## src/shp_map.vh

```
// Constants for the serial host port I2C master data path
`ifndef SHP_MAP_VH
`define SHP_MAP_VH

// ----------------------------------------------------------------------
// Bus bit levels
// ----------------------------------------------------------------------
`define SHP_ACK 1'b0
`define SHP_NACK 1'b1
`define SHP_DIR_READ 1'b1

// ----------------------------------------------------------------------
// Bit and byte counting
// ----------------------------------------------------------------------
`define SHP_LAST_DATA_BIT 4'h7
`define SHP_ACK_BIT 4'h8
`define SHP_MAX_BYTES 2'h3

// ----------------------------------------------------------------------
// Field positions inside a 24-bit word
// ----------------------------------------------------------------------
`define SHP_WORD_MSB 23
`define SHP_ADDR_DIR_POS 16

// ----------------------------------------------------------------------
// Session modes
// ----------------------------------------------------------------------
`define SHP_MODE_ADDR 2'h0
`define SHP_MODE_RX 2'h1
`define SHP_MODE_TX 2'h2

// ----------------------------------------------------------------------
// Reset values
// ----------------------------------------------------------------------
`define SHP_RST_OE 1'b0
`define SHP_RST_TX_EMPTY 1'b1
`define SHP_RST_IDLE 1'b1

`endif

```

## src/shp_i2c_master.v

```verilog
// I2C master data path of the serial host port
`timescale 1ns/1ps
`include "shp_map.vh"

// ----------------------------------------------------------------------
// ----------------------------------------------------------------------

module shp_i2c_master #(
	parameter RATE_W = 8
) (
	input wire clock,
	input wire reset,
	input wire stop_mode,
	input wire port_enable_bit,
	input wire i2c_mode_select,
	input wire master_select,
	input wire [1:0] word_length_select,
	input wire [RATE_W-1:0] clock_rate_register,
	input wire idle_stop_control,
	input wire bus_error_irq_enable,
	input wire bus_error_clear,
	input wire tx_write,
	input wire [23:0] tx_data,
	input wire rx_ready,
	input wire scl_in,
	input wire sda_in,
	output reg [23:0] rx_data,
	output reg rx_fifo_not_empty,
	output reg tx_holding_empty,
	output reg bus_idle,
	output reg bus_error_flag,
	output reg bus_error_irq,
	output reg scl_out,
	output reg scl_oe,
	output reg sda_out,
	output reg sda_oe
);

// ----------------------------------------------------------------------
// States
// ----------------------------------------------------------------------
localparam ST_IDLE = 3'h0;
localparam ST_START = 3'h1;
localparam ST_LOW = 3'h2;
localparam ST_HIGH = 3'h3;
localparam ST_WAIT = 3'h4;
localparam ST_STOP1 = 3'h5;
localparam ST_STOP2 = 3'h6;
localparam ST_STOP3 = 3'h7;

// ----------------------------------------------------------------------
// Functions
// ----------------------------------------------------------------------
// Bytes per word, minus one
function [1:0] shp_last_byte;
	input [1:0] wl;
	begin
		// Codes 0, 1 and 2 give one, two and three bytes; 3 acts as 2
		if (wl == `SHP_MAX_BYTES)
			shp_last_byte = 2'h2;
		else
			shp_last_byte = wl;
	end
endfunction

// Place the first byte to send at the top of the shift register
function [23:0] shp_align;
	input [23:0] word;
	input [1:0] last;
	begin
		case (last)
			2'h0: shp_align = {word[7:0], 16'h0000};
			2'h1: shp_align = {word[15:0], 8'h00};
			default: shp_align = word;
		endcase
	end
endfunction

// ----------------------------------------------------------------------
// Pin synchronisers
// ----------------------------------------------------------------------
reg scl_s1, scl_s2, scl_s3, scl_f;
reg sda_s1, sda_s2, sda_s3, sda_f;

always @(posedge clock) begin
	scl_s1 <= scl_in;
	scl_s2 <= scl_s1;
	scl_s3 <= scl_s2;
	sda_s1 <= sda_in;
	sda_s2 <= sda_s1;
	sda_s3 <= sda_s2;
	if (reset) begin
		scl_f <= 1'b1;
		sda_f <= 1'b1;
	end else begin
		// A level counts only once two stages agree
		if (scl_s2 == scl_s3)
			scl_f <= scl_s3;
		if (sda_s2 == sda_s3)
			sda_f <= sda_s3;
	end
end

// ----------------------------------------------------------------------
// Engine state
// ----------------------------------------------------------------------
reg [2:0] state;
reg [RATE_W-1:0] timer;
reg [3:0] bit_cnt;
reg [1:0] byte_cnt;
reg [1:0] mode;
reg [23:0] bus_shift_register;
reg [23:0] transmit_holding_register;
reg [23:0] rx_second;
reg rx_second_valid;
reg read_dir;
reg nack;
reg pend_push;

wire ireset = reset | stop_mode | ~port_enable_bit;
wire master_on = i2c_mode_select & master_select;
wire [1:0] last_byte = shp_last_byte(word_length_select);
wire word_end = (byte_cnt == last_byte);
wire tdone = (timer == {RATE_W{1'b0}});
// Control inputs are never stored here, so a port reset keeps them
wire [RATE_W-1:0] half_rate = clock_rate_register >> 1;
wire push = (state == ST_LOW) && pend_push && !rx_second_valid &&
	(mode == `SHP_MODE_RX);
wire pop = rx_fifo_not_empty & rx_ready;
wire load = !tx_holding_empty;

// ----------------------------------------------------------------------
// Receive buffer, two entries
// ----------------------------------------------------------------------
// The head entry is the output register; the second catches a word that
// completes while the reader stalls, so no word is lost.
always @(posedge clock) begin
	if (ireset) begin
		rx_data <= 24'h000000;
		rx_fifo_not_empty <= 1'b0;
		rx_second <= 24'h000000;
		rx_second_valid <= 1'b0;
	end else if (pop) begin
		if (rx_second_valid) begin
			rx_data <= rx_second;
			rx_second_valid <= 1'b0;
		end else begin
			rx_data <= bus_shift_register;
			rx_fifo_not_empty <= push;
		end
	end else if (push) begin
		if (!rx_fifo_not_empty) begin
			rx_data <= bus_shift_register;
			rx_fifo_not_empty <= 1'b1;
		end else begin
			rx_second <= bus_shift_register;
			rx_second_valid <= 1'b1;
		end
	end
end

// ----------------------------------------------------------------------
// Status flags
// ----------------------------------------------------------------------
reg set_error;
reg do_load;

always @(posedge clock) begin
	if (ireset) begin
		bus_error_flag <= 1'b0;
		bus_error_irq <= 1'b0;
	end else begin
		// A new error wins over a clear in the same cycle
		if (set_error)
			bus_error_flag <= 1'b1;
		else if (bus_error_clear)
			bus_error_flag <= 1'b0;
		bus_error_irq <= (bus_error_flag | set_error) &
			bus_error_irq_enable;
	end
end

// ----------------------------------------------------------------------
// Bit engine
// ----------------------------------------------------------------------
always @(posedge clock) begin
	set_error <= 1'b0;
	do_load <= 1'b0;
	scl_out <= 1'b0;
	sda_out <= 1'b0;
	if (ireset) begin
		state <= ST_IDLE;
		timer <= {RATE_W{1'b0}};
		bit_cnt <= 4'h0;
		byte_cnt <= 2'h0;
		mode <= `SHP_MODE_ADDR;
		bus_shift_register <= 24'h000000;
		transmit_holding_register <= 24'h000000;
		tx_holding_empty <= `SHP_RST_TX_EMPTY;
		bus_idle <= `SHP_RST_IDLE;
		read_dir <= 1'b0;
		nack <= 1'b0;
		pend_push <= 1'b0;
		// Pins float in I2C mode or on hard reset, stay as they were otherwise
		if (i2c_mode_select || reset) begin
			scl_oe <= `SHP_RST_OE;
			sda_oe <= `SHP_RST_OE;
		end
	end else begin
		timer <= tdone ? {RATE_W{1'b0}} : timer - 1'b1;
		if (tx_write && tx_holding_empty && !bus_idle) begin
			transmit_holding_register <= tx_data;
			tx_holding_empty <= 1'b0;
		end
		if (push)
			pend_push <= 1'b0;
		case (state)
			ST_IDLE: begin
				scl_oe <= 1'b0;
				sda_oe <= 1'b0;
				bus_idle <= 1'b1;
				if (tx_write && master_on) begin
					bus_shift_register <= {tx_data[23:16], 16'h0000};
					read_dir <= tx_data[`SHP_ADDR_DIR_POS];
					mode <= `SHP_MODE_ADDR;
					bit_cnt <= 4'h0;
					byte_cnt <= 2'h0;
					nack <= 1'b0;
					bus_idle <= 1'b0;
					sda_oe <= 1'b1;
					timer <= clock_rate_register;
					state <= ST_START;
				end
			end
			ST_START: begin
				if (tdone) begin
					scl_oe <= 1'b1;
					timer <= clock_rate_register;
					state <= ST_LOW;
				end
			end
			ST_LOW: begin
				scl_oe <= 1'b1;
				// Buffer full: clock held low before the ack bit
				if (pend_push && !push)
					timer <= timer;
				else if (timer == half_rate) begin
					if (bit_cnt == `SHP_ACK_BIT)
						sda_oe <= (mode == `SHP_MODE_RX) &&
							(nack == `SHP_ACK);
					else
						sda_oe <= (mode != `SHP_MODE_RX) &&
							!bus_shift_register[`SHP_WORD_MSB];
				end else if (tdone) begin
					scl_oe <= 1'b0;
					timer <= clock_rate_register;
					state <= ST_HIGH;
				end
			end
			ST_HIGH: begin
				// Slave may stretch the clock; count only once SCL is high
				if (!scl_f)
					timer <= clock_rate_register;
				else if (tdone) begin
					timer <= clock_rate_register;
					scl_oe <= 1'b1;
					state <= ST_LOW;
					if (bit_cnt != `SHP_ACK_BIT) begin
						bit_cnt <= bit_cnt + 4'h1;
						if (mode == `SHP_MODE_RX)
							bus_shift_register <=
								{bus_shift_register[22:0], sda_f};
						else
							bus_shift_register <=
								{bus_shift_register[22:0], 1'b0};
						if (bit_cnt == `SHP_LAST_DATA_BIT &&
							mode == `SHP_MODE_RX) begin
							pend_push <= word_end;
							nack <= idle_stop_control && word_end;
						end
					end else begin
						bit_cnt <= 4'h0;
						byte_cnt <= word_end ? 2'h0 : byte_cnt + 2'h1;
						case (mode)
							`SHP_MODE_ADDR: begin
								byte_cnt <= 2'h0;
								if (sda_f == `SHP_NACK) begin
									set_error <= 1'b1;
									state <= ST_STOP1;
								end else if (read_dir == `SHP_DIR_READ)
									mode <= `SHP_MODE_RX;
								else begin
									mode <= `SHP_MODE_TX;
									if (load) begin
										bus_shift_register <= shp_align(
											transmit_holding_register,
											last_byte);
										tx_holding_empty <= 1'b1;
									end else
										state <= ST_WAIT;
								end
							end
							`SHP_MODE_RX: begin
								sda_oe <= 1'b0;
								if (nack)
									state <= ST_STOP1;
							end
							default: begin
								if (sda_f == `SHP_NACK) begin
									set_error <= 1'b1;
									state <= ST_STOP1;
								end else if (!word_end)
									state <= ST_LOW;
								else if (load) begin
									bus_shift_register <= shp_align(
										transmit_holding_register,
										last_byte);
									tx_holding_empty <= 1'b1;
								end else if (idle_stop_control)
									state <= ST_STOP1;
								else
									state <= ST_WAIT;
							end
						endcase
					end
				end
			end
			ST_WAIT: begin
				// Shift and holding registers both empty
				scl_oe <= 1'b1;
				timer <= clock_rate_register;
				if (load) begin
					bus_shift_register <= shp_align(
						transmit_holding_register, last_byte);
					tx_holding_empty <= 1'b1;
					state <= ST_LOW;
				end else if (idle_stop_control)
					state <= ST_STOP1;
			end
			ST_STOP1: begin
				scl_oe <= 1'b1;
				if (timer == half_rate)
					sda_oe <= 1'b1;
				else if (tdone) begin
					scl_oe <= 1'b0;
					timer <= clock_rate_register;
					state <= ST_STOP2;
				end
			end
			ST_STOP2: begin
				if (!scl_f)
					timer <= clock_rate_register;
				else if (tdone) begin
					sda_oe <= 1'b0;
					timer <= clock_rate_register;
					state <= ST_STOP3;
				end
			end
			default: begin
				if (tdone) begin
					mode <= `SHP_MODE_ADDR;
					pend_push <= 1'b0;
					state <= ST_IDLE;
				end
			end
		endcase
	end
end

endmodule

```

## config.mk

```make
export PLATFORM = sky130hd
export DESIGN_NAME = shp_i2c_master
export DESIGN_NICKNAME = d
export VERILOG_FILES = /design/src/shp_i2c_master.v
export VERILOG_INCLUDE_DIRS = /design/src /design/src/src
export SDC_FILE = /design/constraint.sdc
export NUM_CORES = 1
export LEC_CHECK = 0
export BUFFER_PORTS_ARGS = -buffer_cell sky130_fd_sc_hd__buf_2
export CAP_MARGIN = 20
export CORE_ASPECT_RATIO = 1.75
export CORE_MARGIN = 2
export CORE_UTILIZATION = 35
export CTS_CLUSTER_DIAMETER = 50
export DETAILED_ROUTE_END_ITERATION = 10
export GPL_ROUTABILITY_DRIVEN = 0
export HOLD_SLACK_MARGIN = 0.05
export PLACE_DENSITY_LB_ADDON = 0.3
export RECOVER_POWER = 100
export SETUP_SLACK_MARGIN = 0.05
export SKIP_LAST_GASP = 1
export SLEW_MARGIN = 30
export SYNTH_ARGS = -nofsm -noshare
export SYNTH_HDL_FRONTEND = slang
export SYNTH_SLANG_ARGS = --single-unit
export TNS_END_PERCENT = 1
```

## constraint.sdc

```tcl
create_clock -name clock -period 2.74 [get_ports clock]
set_input_delay 0.548 -clock clock [delete_from_list [all_inputs] [get_ports clock]]
set_output_delay 0.548 -clock clock [all_outputs]
set_load 0.02 [all_outputs]
```

After elaboration in Yosys (flattened, before gate mapping):

Cells that the tools add are included.
Widths: inputs -> output; s select.

* muxes and demuxes: 122
* equality and inequality tests: 50
* reductions and logical operators: 46
* bitwise gates (word level): 13
* add/sub/neg operators: 3

Operator list (count)
* $mux 24: 13
* $pmux 24 s2: 2
* $pmux 24 s3: 1
* $mux 3: 22
* $mux 1: 48
* $mux 8: 6
* $pmux 8 s6: 1
* $ne 3x3->1 const B: 11
* $ne 2x2->1 const B: 16
* $mux 2: 14
* $pmux 3 s7: 1
* $mux 4: 4
* $reduce_and 8->1: 2
* $reduce_and 13->1: 1
* $reduce_or 6->1: 2
* $logic_and 1x1->1: 11
* $reduce_and 11->1: 1
* $eq 3x3->1 const B: 3
* $eq 8x7->1: 1
* $logic_not 8->1: 1
* $ne 2x1->1 const B: 4
* $ne 4x4->1 const B: 2
* $pmux 1 s2: 4
* $pmux 4 s2: 1
* other kinds (36): 62

* bits in registers: 135
* input bits: 47
* output and inout bits: 33
* logic and storage cells: 263

Depth between registers and ports, before layout:

Gate-level depths: netlist of run 1.

* word-level depth: 12
* depth in mapped cells: 9
* gate-level depth less buffers: 7

Worst setup path before layout of run 1:

No wires, ideal clock.

* kind: input -> register
* start: input port word_length_select[1]
* end: register bus_shift_register[16]
* stages on the path: 8
* arrival time: 2.147 ns
* library setup time: 0.086 ns
* path slack: 0.508 ns
* buffers on the path: 3
* data required time: 2.654 ns
* cells stage by stage: clkbuf_1 -> nor2_1 -> a221o_1 -> a211o_1 -> and2_1 -> clkbuf_1 -> buf_2 -> a211oi_1

* cells in the longest elaborated chain, start to end: 12
* elaborated cells between the ends (all ways): 18
* classes of those cells: 4 x eq/ne; 12 x mux; 2 x reduce/logical

RTL lines
* start, declared: RTL line shp_i2c_master.v:17 `input wire [1:0] word_length_select,`
* $eq 2x2->1 (no line)
* $mux 2 (*): RTL line shp_i2c_master.v:59 `` if (wl == `SHP_MAX_BYTES) ``
* $eq 2x1->1 or $logic_not 2->1 (tied branches): RTL line shp_i2c_master.v:71 `case (last)`
* $pmux 24 s2: RTL line shp_i2c_master.v:71
* $mux 24: RTL line shp_i2c_master.v:314 `else if (load) begin`
* $mux 24 (on tied branches): RTL line shp_i2c_master.v:312, shp_i2c_master.v:290
* $mux 24 (on tied branches): RTL line shp_i2c_master.v:309, shp_i2c_master.v:287
* $pmux 24 s2: RTL line shp_i2c_master.v:284 `case (mode)`
* $mux 24: RTL line shp_i2c_master.v:268 `` if (bit_cnt != `SHP_ACK_BIT) begin ``
* $mux 24: RTL line shp_i2c_master.v:264 `else if (tdone) begin`
* $mux 24: RTL line shp_i2c_master.v:262 `if (!scl_f)`
* $pmux 24 s3: RTL line shp_i2c_master.v:217 `case (state)`
* end signal, assigned: RTL line shp_i2c_master.v:223 `bus_shift_register <= {tx_data[23:16], 16'h0000};`
* end signal, assigned: RTL line shp_i2c_master.v:271 `bus_shift_register <=`
* end signal, assigned: RTL line shp_i2c_master.v:274 `bus_shift_register <=`
* end, declared: RTL line shp_i2c_master.v:112 `reg [23:0] bus_shift_register;`

Mark *: on every way between the ends. The rest lies on a longest branch, timed or not. The select of a mux whose other input is x is not followed.
A chain may end at the register's enable or synchronous reset.

Final worst setup path of run 1:

* start: register state[1]
* end: register timer[4]

* cells in the longest elaborated chain, start to end: 7
* elaborated cells between the ends (all ways): 15
* classes of those cells: 7 x eq/ne; 1 x mux; 7 x reduce/logical

RTL lines
* start, declared: RTL line shp_i2c_master.v:107 `reg [2:0] state;`
* start signal, assigned: RTL line shp_i2c_master.v:192 `state <= ST_IDLE;`
* start signal, assigned: RTL line shp_i2c_master.v:232 `state <= ST_START;`
* start signal, assigned: RTL line shp_i2c_master.v:239 `state <= ST_LOW;`
* $eq 3x2->1: RTL line shp_i2c_master.v:127, shp_i2c_master.v:217
* $logic_and 1x1->1 (3 in a row): RTL line shp_i2c_master.v:127 `wire push = (state == ST_LOW) && pend_push && !rx_second_valid &&`
* $logic_not 1->1: RTL line shp_i2c_master.v:245 `if (pend_push && !push)`
* $logic_and 1x1->1: RTL line shp_i2c_master.v:245
* $ne 2x2->1 (no line)
* end signal, assigned: RTL line shp_i2c_master.v:246 `timer <= timer;`
* end signal, assigned: RTL line shp_i2c_master.v:256 `timer <= clock_rate_register;`
* end signal, assigned: RTL line shp_i2c_master.v:263 `timer <= clock_rate_register;`
* end, declared: RTL line shp_i2c_master.v:108 `reg [RATE_W-1:0] timer;`

Parallel ways exist; a longest one is shown, timed or not.

==> results of run 1 <==
[power by group through the flow]
stage | Combinational (mW) | Clock (mW) | Sequential (mW)
after floorplan | 0.187 | 0 | 2.04
after global placement | 0.284 | 0 | 2.05
after detailed placement | 0.285 | 0 | 2.05
after CTS | 0.287 | 2.16 | 2.01
after global routing | 0.311 | 2.24 | 2.01
final | 0.284 | 2.12 | 2.01
[metal layers]
layer  part of all wire  wire length [um]  vias up
li1                   -                 -     3128
met5                  0                 0        -
met3              0.034               710       62
met2               0.56             11500      174
met4              0.045               936        0
met1               0.37              7560     3018
[sequential cells by signal, summed over array words and instances, names as in the netlist, 2 cells and up]
signal and count:
state 3, rx_second 24, bit_cnt 4, byte_cnt 2, transmit_holding_register 24, rx_data 24, bus_shift_register 24, timer 8
mode 2
[metrics by stage]
step | power [mW] | setup slack, ns | instance area (sq um) | hold slack, ns
after floorplan | 2.23 | 0.508 | 6890 | 0.310
after global placement | 2.34 | 0.464 | 7570 | 0.310
after detailed placement | 2.34 | 0.404 | 7570 | 0.313
after CTS | 4.45 | 0.386 | 8120 | 0.214
after global routing | 4.56 | 0.0673 | 8020 | 0.218
final | 4.41 | 0.266 | 8020 | 0.228
[synth_stat cells, types with 10 or more instances]
cell type,count
sky130_fd_sc_hd__clkbuf_1,52
sky130_fd_sc_hd__mux2i_1,60
sky130_fd_sc_hd__a21oi_1,79
sky130_fd_sc_hd__a211oi_1,52
sky130_fd_sc_hd__a22oi_1,16
sky130_fd_sc_hd__o21ai_1,10
sky130_fd_sc_hd__buf_2,12
sky130_fd_sc_hd__o21ai_0,36
sky130_fd_sc_hd__and3b_1,10
sky130_fd_sc_hd__nand3_1,13
sky130_fd_sc_hd__inv_1,11
sky130_fd_sc_hd__nor3_1,11
sky130_fd_sc_hd__nand2_1,100
sky130_fd_sc_hd__dfxtp_1,133
sky130_fd_sc_hd__nor2_1,83
[worst max-delay path by stage]
stage / from / to / slack [ns] / cells past startpoint
floorplan: word_length_select[1] / bus_shift_register[16] / 0.51 / 8
global placement: timer[0] / state[2] / 0.46 / 7
detailed placement: timer[0] / state[2] / 0.40 / 7
CTS: timer[0] / state[2] / 0.39 / 7
global route: timer[0] / bus_shift_register[9] / 0.07 / 8
finish: state[1] / timer[4] / 0.27 / 6
[kinds of logic after synthesis]
kind of cell	count (synthesis)	synth area share
flops	135	0.395
compound gates	263	0.255
other cells	1	0.000544
simple gates	267	0.182
buf+inv	81	0.0474
fa+ha+maj	5	0.00872
xor+xnor	9	0.0114
mux	68	0.100
[final cells by class]
cell class / instances / area (sq um)
fillers: 1983 / 11200
multi-input cells: 614 / 3840
flip-flops and latches: 135 / 2720
repair buffers: 106 / 566
clock buffers: 21 / 470
well taps: 241 / 302
clock inverters: 11 / 76.3
inverters: 12 / 45.0
==> results.md, run 1 <==
Clock network
- clock tree from TritonCTS: built
- Max clock buf depth: 2
- number of hold buffers added after cts: 0
- post-CTS setup buffer count: 0
- post_cts resized: 0
- post-CTS clock slew at the launch and capture registers of the worst setup and hold paths: 0.06 ns
- total clock buffers created by CTS: 17
- maximum level of the CTS H-tree: 4
- CTS root buffer: sky130_fd_sc_hd__clkbuf_16
- clk sink count: 135
- latest clock arrival within the worst-skew pair: 0.43 ns

Route
- total via count after detailed routing: 6382
- via density per instance: 5.60
- WL per Instance: 18.2 um
- TritonRoute pass-1 iters: 6
- number of nets still failing antenna checks after routing: 0
- starting DRC count in detailed routing: 497
- DRC violations left: 0
- Total Routed Length: 20.7 mm

Hold path
- worst min-delay path endpoint: sda_s1
- worst hold start: sda_in
- worst hold path cell count: 1
- class of the tightest hold or removal check: in2reg

Layout
- fin cells: 1140
- most frequent cells in the layout: 133 x sky130_fd_sc_hd__dfxtp_1, 99 x sky130_fd_sc_hd__nand2_1, 83 x sky130_fd_sc_hd__nor2_1
- number of antenna diodes: 0
- fraction of layout instances using a drive strength above 1: 0.129
- final net count: 937
- relative area change from synthesis to final layout: 16.5%
- core occupancy in the finished layout: 0.418
- most common cell after layout, fill and taps aside: sky130_fd_sc_hd__dfxtp_1

Logic synthesis
- cells taking the most area after synthesis: sky130_fd_sc_hd__dfxtp_1 39%, sky130_fd_sc_hd__mux2i_1 8.7%, sky130_fd_sc_hd__a21oi_1 5.7%, sky130_fd_sc_hd__a211oi_1 5.7%, sky130_fd_sc_hd__nand2_1 5.4%
- number of distinct library cells after synthesis: 72
- number of synthesized flops with an enable pin: 2
- post-synthesis instance area: 0.00689 sq mm
- sequential area share after synthesis: 0.395
- cell type with the largest total area after synthesis: sky130_fd_sc_hd__dfxtp_1
- primary flip-flop cell chosen by synthesis mapping: sky130_fd_sc_hd__dfxtp_1
- FF+latch count, synth: 135
- share of flip-flops with an asynchronous set or reset after synthesis: 0
- warnings from Yosys: 0
- gate count after technology mapping: 829
- fraction of synthesized cell area taken by the top area cell type: 0.386
- average footprint of a synthesized cell: 8.31 sq um

Worst setup path
- CP peak stage delay: 0.68 ns
- largest delay contributor family on the critical path: compound AO/OA/AOI/OAI gates
- Worst R2R End: timer[4]
- critical path class: reg2reg
- data required time of the worst path: 3.05 ns
- data arrival at the endpoint of the critical path: 2.78 ns
- critical path endpoint category: flop
- r2r setup slk: 0.27 ns
- Buf/Inv on CP: 1
- beginning of the worst register-to-register path: state[1]
- Startpoint Class: flop
- largest driver fanout on the critical path: 16
- critical path cell sequence: or2_0, o32ai_1, clkbuf_1, a21o_1, o21a_1, a221o_1
- Slowest-stage cell, CP: sky130_fd_sc_hd__dfxtp_1
- path depth of the worst reg2reg path: 6

GRT
- largest net degree at the start of global routing: 69
- total global routing track utilization: 0.203
- initial antenna violation count: 0
- Top Usage Layer GRT: met2
- total congestion overflow: 0
- global-route met3 utilization: 0.0343
- met2 track demand over resource in global routing: 0.378
- global-route met1 utilization: 0.206
- number of global-route vias before repair: 6136
- global-route wire length before repair: 32.3 mm

Power and ir drop
- Power Internal: 3.31 mW
- Flop pwr share: 0.455
- Comb pwr share: 0.064
- share of power burned in the clock network: 0.480
- peak supply drop: 0.000485 V
- net switching share of the total power: 0.250
- pwr/cell area: 550 mW/mm^2
- sw power: 1.10 mW
- static leakage: 3.05 nW

Floorplan
- Die Height: 190 um
- core area: 0.0192 sq mm
- number of primary I/O pins: 80
- Total Die Area: 0.0209 sq mm
- DIE WIDTH: 110 um
- row cnt: 67
- Starting Density: 0.359

STA
- Setup Skew: 0.00871 ns
- slew at the pin with the worst max-slew slack: 1.84 ns
- Tmin final: 2.47 ns
- Tcrit/Tclk final: 0.903
- unrepaired setup endpoints after global routing: false
- Final Max Slew Viols: 43
- headroom to the max-slew limit: -0.229
- number of failing setup endpoints in the final timing report: 0
- number of hold-slack violations in the final timing report: 0
- Setup TNS: 0 ns
- highest attainable clock frequency: 0.404 GHz

Outcome
- violations in the final reports: max-capacitance violations, max-slew violations
- outcome: complete, but fails checks

Place
- I/O Buffers: 77
- placed wire-length estimate after detailed placement: 14.9 mm
- Cells after DPL: 1108

Run
- Maximum Capacitance Violations: 1

Power figures use the tool's default switching activity.
==> inputs of run 2 (changes only) <==
PLACE_DENSITY_LB_ADDON = unset   (was 0.3)
==> results.md, run 2 (synthesized netlist as in run 1, its figures left out) <==
Layout
- number of antenna diodes: 0
- fraction of layout instances using a drive strength above 1: 0.126
- fin cells: 1133
- most common cell after layout, fill and taps aside: sky130_fd_sc_hd__dfxtp_1
- most frequent cells in the layout: 133 x sky130_fd_sc_hd__dfxtp_1, 100 x sky130_fd_sc_hd__nand2_1, 83 x sky130_fd_sc_hd__nor2_1
- core occupancy in the finished layout: 0.420
- relative area change from synthesis to final layout: 17.0%
- final net count: 932

Floorplan
- Die Height: 190 um
- DIE WIDTH: 110 um
- core area: 0.0192 sq mm
- Starting Density: 0.359
- number of primary I/O pins: 80
- row cnt: 67
- Total Die Area: 0.0209 sq mm

Worst setup path
- worst setup path end: bit_cnt[3]
- Slowest-stage cell, CP: sky130_fd_sc_hd__or3_1
- critical path depth: 5
- critical path cell sequence: or2_0, or3_1, a21boi_2, or4_1, a21oi_1
- beginning of the worst register-to-register path: state[1]
- data arrival at the endpoint of the critical path: 2.87 ns
- r2r setup slk: 0.20 ns
- data required time of the worst path: 3.07 ns
- path depth of the worst reg2reg path: 5
- Startpoint Class: flop
- CP peak stage delay: 0.57 ns
- critical path endpoint category: flop
- largest delay contributor family on the critical path: simple AND/OR/NAND/NOR gates
- critical path class: reg2reg
- Worst R2R End: bit_cnt[3]
- launch point of the critical path: state[1]
- largest driver fanout on the critical path: 15
- Buf/Inv on CP: 0

GRT
- number of global-route vias before repair: 6263
- largest net degree at the start of global routing: 61
- total congestion overflow: 0
- global-route wire length before repair: 32.8 mm
- initial antenna violation count: 0
- total global routing track utilization: 0.205

Route
- number of nets still failing antenna checks after routing: 0
- Total Routed Length: 20.9 mm
- via density per instance: 5.60
- total via count after detailed routing: 6347
- DRC violations left: 0
- WL per Instance: 18.4 um
- TritonRoute pass-1 iters: 6
- starting DRC count in detailed routing: 459

Clock network
- number of hold buffers added after cts: 0
- latest clock arrival within the worst-skew pair: 0.42 ns
- CTS root buffer: sky130_fd_sc_hd__clkbuf_16
- total clock buffers created by CTS: 17
- clk sink count: 135
- maximum level of the CTS H-tree: 4
- clock tree from TritonCTS: built
- Max clock buf depth: 2
- post_cts resized: 0
- post-CTS setup buffer count: 0
- post-CTS clock slew at the launch and capture registers of the worst setup and hold paths: 0.06 ns

STA
- Tcrit/Tclk final: 0.925
- slew at the pin with the worst max-slew slack: 1.27 ns
- Setup Skew: 0.0102 ns
- Tmin final: 2.54 ns
- highest attainable clock frequency: 0.394 GHz
- Final Hold Slack: 0.231 ns
- Setup TNS: 0 ns
- number of failing setup endpoints in the final timing report: 0
- number of hold-slack violations in the final timing report: 0
- Final Max Slew Viols: 0
- headroom to the max-slew limit: 0.155
- unrepaired setup endpoints after global routing: false

Power and ir drop
- static leakage: 3.08 nW
- Flop pwr share: 0.424
- Comb pwr share: 0.059
- pwr/cell area: 588 mW/mm^2
- sw power: 1.07 mW
- total power: 4.74 mW
- net switching share of the total power: 0.226
- share of power burned in the clock network: 0.517
- Power Internal: 3.67 mW
- peak supply drop: 0.000416 V

Place
- Cells after DPL: 1103
- I/O Buffers: 77
- placed wire-length estimate after detailed placement: 14.8 mm

Run
- Maximum Capacitance Violations: 0

Hold path
- class of the tightest hold or removal check: in2reg

Outcome
- outcome: finished, final reports clean

-- run 2: cell count changes in the layout (fill, tap and decap cells not counted), moves of 2 or more --
cell / delta
sky130_fd_sc_hd__buf_2: -2
sky130_fd_sc_hd__bufinv_16: +4
sky130_fd_sc_hd__clkbuf_1: -2
sky130_fd_sc_hd__clkinv_2: -2
sky130_fd_sc_hd__clkinv_4: -2
sky130_fd_sc_hd__clkinvlp_4: -4
-- run 2: worst min-delay path by stage --
stage | from | end | slack [ns] | cells after the start
after floorplan | scl_s1 | scl_s2 | 0.31 | 0
after global placement | scl_s1 | scl_s2 | 0.31 | 0
after detailed placement | scl_s1 | scl_s2 | 0.31 | 0
after CTS | scl_in | scl_s1 | 0.22 | 1
after global routing | sda_in | sda_s1 | 0.22 | 1
final | scl_in | scl_s1 | 0.23 | 1
-- run 2: cell type report --
type / count / area (sq um)
tap: 241 / 302
timing repair buffer: 101 / 532
clock buffer: 22 / 474
sequential: 135 / 2720
fill: 1987 / 11100
clock inverter: 8 / 145
multi-input combinational: 614 / 3840
inverter: 12 / 45.0
-- run 2: power groups by stage --
stage / combinational (mW) / sequential [mW] / clock [mW]
2_1_floorplan: 0.187 / 2.04 / 0
3_3_place_gp: 0.283 / 2.05 / 0
3_5_place_dp: 0.283 / 2.05 / 0
4_1_cts: 0.285 / 2.01 / 2.49
5_1_grt: 0.307 / 2.01 / 2.58
6_report: 0.279 / 2.01 / 2.45
-- run 2: routing by layer --
metal	vias up	share of wire	routed length, um	global-route usage
met4	0	0.051	1060	0.121
met5	-	0	0	0
li1	3133	-	-	-
met3	64	0.033	689	0.0349
met2	162	0.55	11500	0.378
met1	2988	0.37	7640	0.209
-- run 2: metrics by stage --
| step | instance area, sq um | setup WS, ns |
|---|---|---|
| floorplan | 6890 | 0.508 |
| global placement | 7520 | 0.405 |
| detailed placement | 7520 | 0.409 |
| CTS | 8140 | 0.385 |
| global route | 8060 | 0.0691 |
| finish | 8060 | 0.205 |
==> inputs of run 3 (changes only) <==
MAX_ROUTING_LAYER = met4   (was unset)
==> results.md, run 3 (synthesized netlist as in run 1, its figures left out) <==
Outcome
- outcome: finished, final reports clean

Clock network
- CTS root buffer: sky130_fd_sc_hd__clkbuf_16
- number of hold buffers added after cts: 0
- post-CTS clock slew at the launch and capture registers of the worst setup and hold paths: 0.06 ns
- total clock buffers created by CTS: 17
- clock tree from TritonCTS: built
- post-CTS setup buffer count: 0
- maximum level of the CTS H-tree: 4
- post_cts resized: 0
- clk sink count: 135
- latest clock arrival within the worst-skew pair: 0.42 ns
- Max clock buf depth: 2

Layout
- fraction of layout instances using a drive strength above 1: 0.126
- # fillers: 1987
- register area: 0.00272 sq mm
- final net count: 932
- relative area change from synthesis to final layout: 17.0%
- area occupied by multi-input gates: 0.00384 sq mm
- area of all placed cells without fillers: 0.00806 sq mm
- most frequent cells in the layout: 133 x sky130_fd_sc_hd__dfxtp_1, 100 x sky130_fd_sc_hd__nand2_1, 83 x sky130_fd_sc_hd__nor2_1
- most common cell after layout, fill and taps aside: sky130_fd_sc_hd__dfxtp_1
- number of antenna diodes: 0

STA
- Tmin final: 2.53 ns
- Setup TNS: 0 ns
- unrepaired setup endpoints after global routing: false
- Setup Skew: 0.00871 ns
- headroom to the max-slew limit: 0.146
- number of failing setup endpoints in the final timing report: 0
- highest attainable clock frequency: 0.395 GHz
- Tcrit/Tclk final: 0.924
- slew at the pin with the worst max-slew slack: 1.28 ns
- number of hold-slack violations in the final timing report: 0
- Final Max Slew Viols: 0

Floorplan
- row cnt: 67
- core area: 0.0192 sq mm
- Die Height: 190 um
- DIE WIDTH: 110 um
- Starting Density: 0.359
- Total Die Area: 0.0209 sq mm
- number of primary I/O pins: 80

GRT
- total global routing track utilization: 0.212
- global-route wire length before repair: 32.8 mm
- number of global-route vias before repair: 6255
- initial antenna violation count: 0
- total congestion overflow: 0
- largest net degree at the start of global routing: 61

Place
- placed wire-length estimate after detailed placement: 14.8 mm
- Area after DPL: 0.00752 sq mm
- I/O Buffers: 77

Worst setup path
- Startpoint Class: flop
- data required time of the worst path: 3.07 ns
- critical path class: reg2reg
- data arrival at the endpoint of the critical path: 2.86 ns
- Slowest-stage cell, CP: sky130_fd_sc_hd__or3_1
- largest driver fanout on the critical path: 15
- critical path cell sequence: or2_0, or3_1, a21boi_2, or4_1, a21oi_1
- CP peak stage delay: 0.57 ns
- critical path endpoint category: flop

Route
- starting DRC count in detailed routing: 480
- DRC violations left: 0
- Total Routed Length: 20.8 mm
- total via count after detailed routing: 6380
- WL per Instance: 18.4 um
- via density per instance: 5.63
- number of nets still failing antenna checks after routing: 0
- TritonRoute pass-1 iters: 5

Power and ir drop
- sw power: 1.07 mW
- peak supply drop: 0.000415 V
- Flop pwr share: 0.425
- pwr/cell area: 588 mW/mm^2
- total power: 4.74 mW
- static leakage: 3.08 nW
- net switching share of the total power: 0.225
- Power Internal: 3.67 mW
- share of power burned in the clock network: 0.517
- Comb pwr share: 0.059

Hold path
- class of the tightest hold or removal check: in2reg

Run
- Maximum Capacitance Violations: 0

[run 3: stage by stage]
| stage | cells | worst slack (ns) | hold slack [ns] | util |
|---|---|---|---|---|
| final | 1133 | 0.207 | 0.232 | 0.420 |
| after global routing | 1133 | 0.0693 | 0.219 | 0.420 |
| after CTS | 1133 | 0.385 | 0.217 | 0.424 |
| after detailed placement | 1103 | 0.409 | 0.312 | 0.392 |
| after global placement | 1103 | 0.405 | 0.312 | 0.392 |
| after floorplan | 830 | 0.508 | 0.310 | - |
[run 3: layout make-up]
| class | count | share of cell area |
|---|---|---|
| Timing Repair Buffer | 101 | 0.0660 |
| Multi-Input combinational cell | 614 | 0.477 |
| Inverter | 12 | 0.00559 |
| Sequential cell | 135 | 0.338 |
| Clock inverter | 8 | 0.0180 |
| Clock buffer | 22 | 0.0588 |
| Tap cell | 241 | 0.0374 |
[run 3: power groups by stage]
stage               clock [mW]  sequential (mW)  combinational (mW)
floorplan                    0             2.04               0.187
global placement             0             2.05               0.283
detailed placement           0             2.05               0.283
CTS                       2.49             2.01               0.285
global route              2.57             2.01               0.307
finish                    2.45             2.01               0.278
[run 3: worst max-delay path, delay by kind of cell, from the launching register on]
| kind | cells | cell delay, ns |
|---|---|---|
| AND/OR/NAND/NOR | 3 | 1.58 |
| flip-flops | 1 | 0.45 |
| AO/OA/AOI/OAI | 2 | 0.41 |
[run 3: final timing paths]
check          endpoint  slack [ns]  startpoint  cells after the start
max reg2reg  bit_cnt[3]        0.21    state[1]                      5
max          bit_cnt[3]        0.21    state[1]                      5
min reg2reg      scl_s2        0.32      scl_s1                      0
min              sda_s1        0.23      sda_in                      1
[run 3: per-layer routing]
metal | vias to the layer above | routed length (um) | global-route usage
met2 | 167 | 11400 | 0.378
met3 | 65 | 686 | 0.0325
met1 | 3012 | 7610 | 0.209
li1 | 3136 | - | -
met5 | - | 0 | -
met4 | 0 | 1070 | 0.128
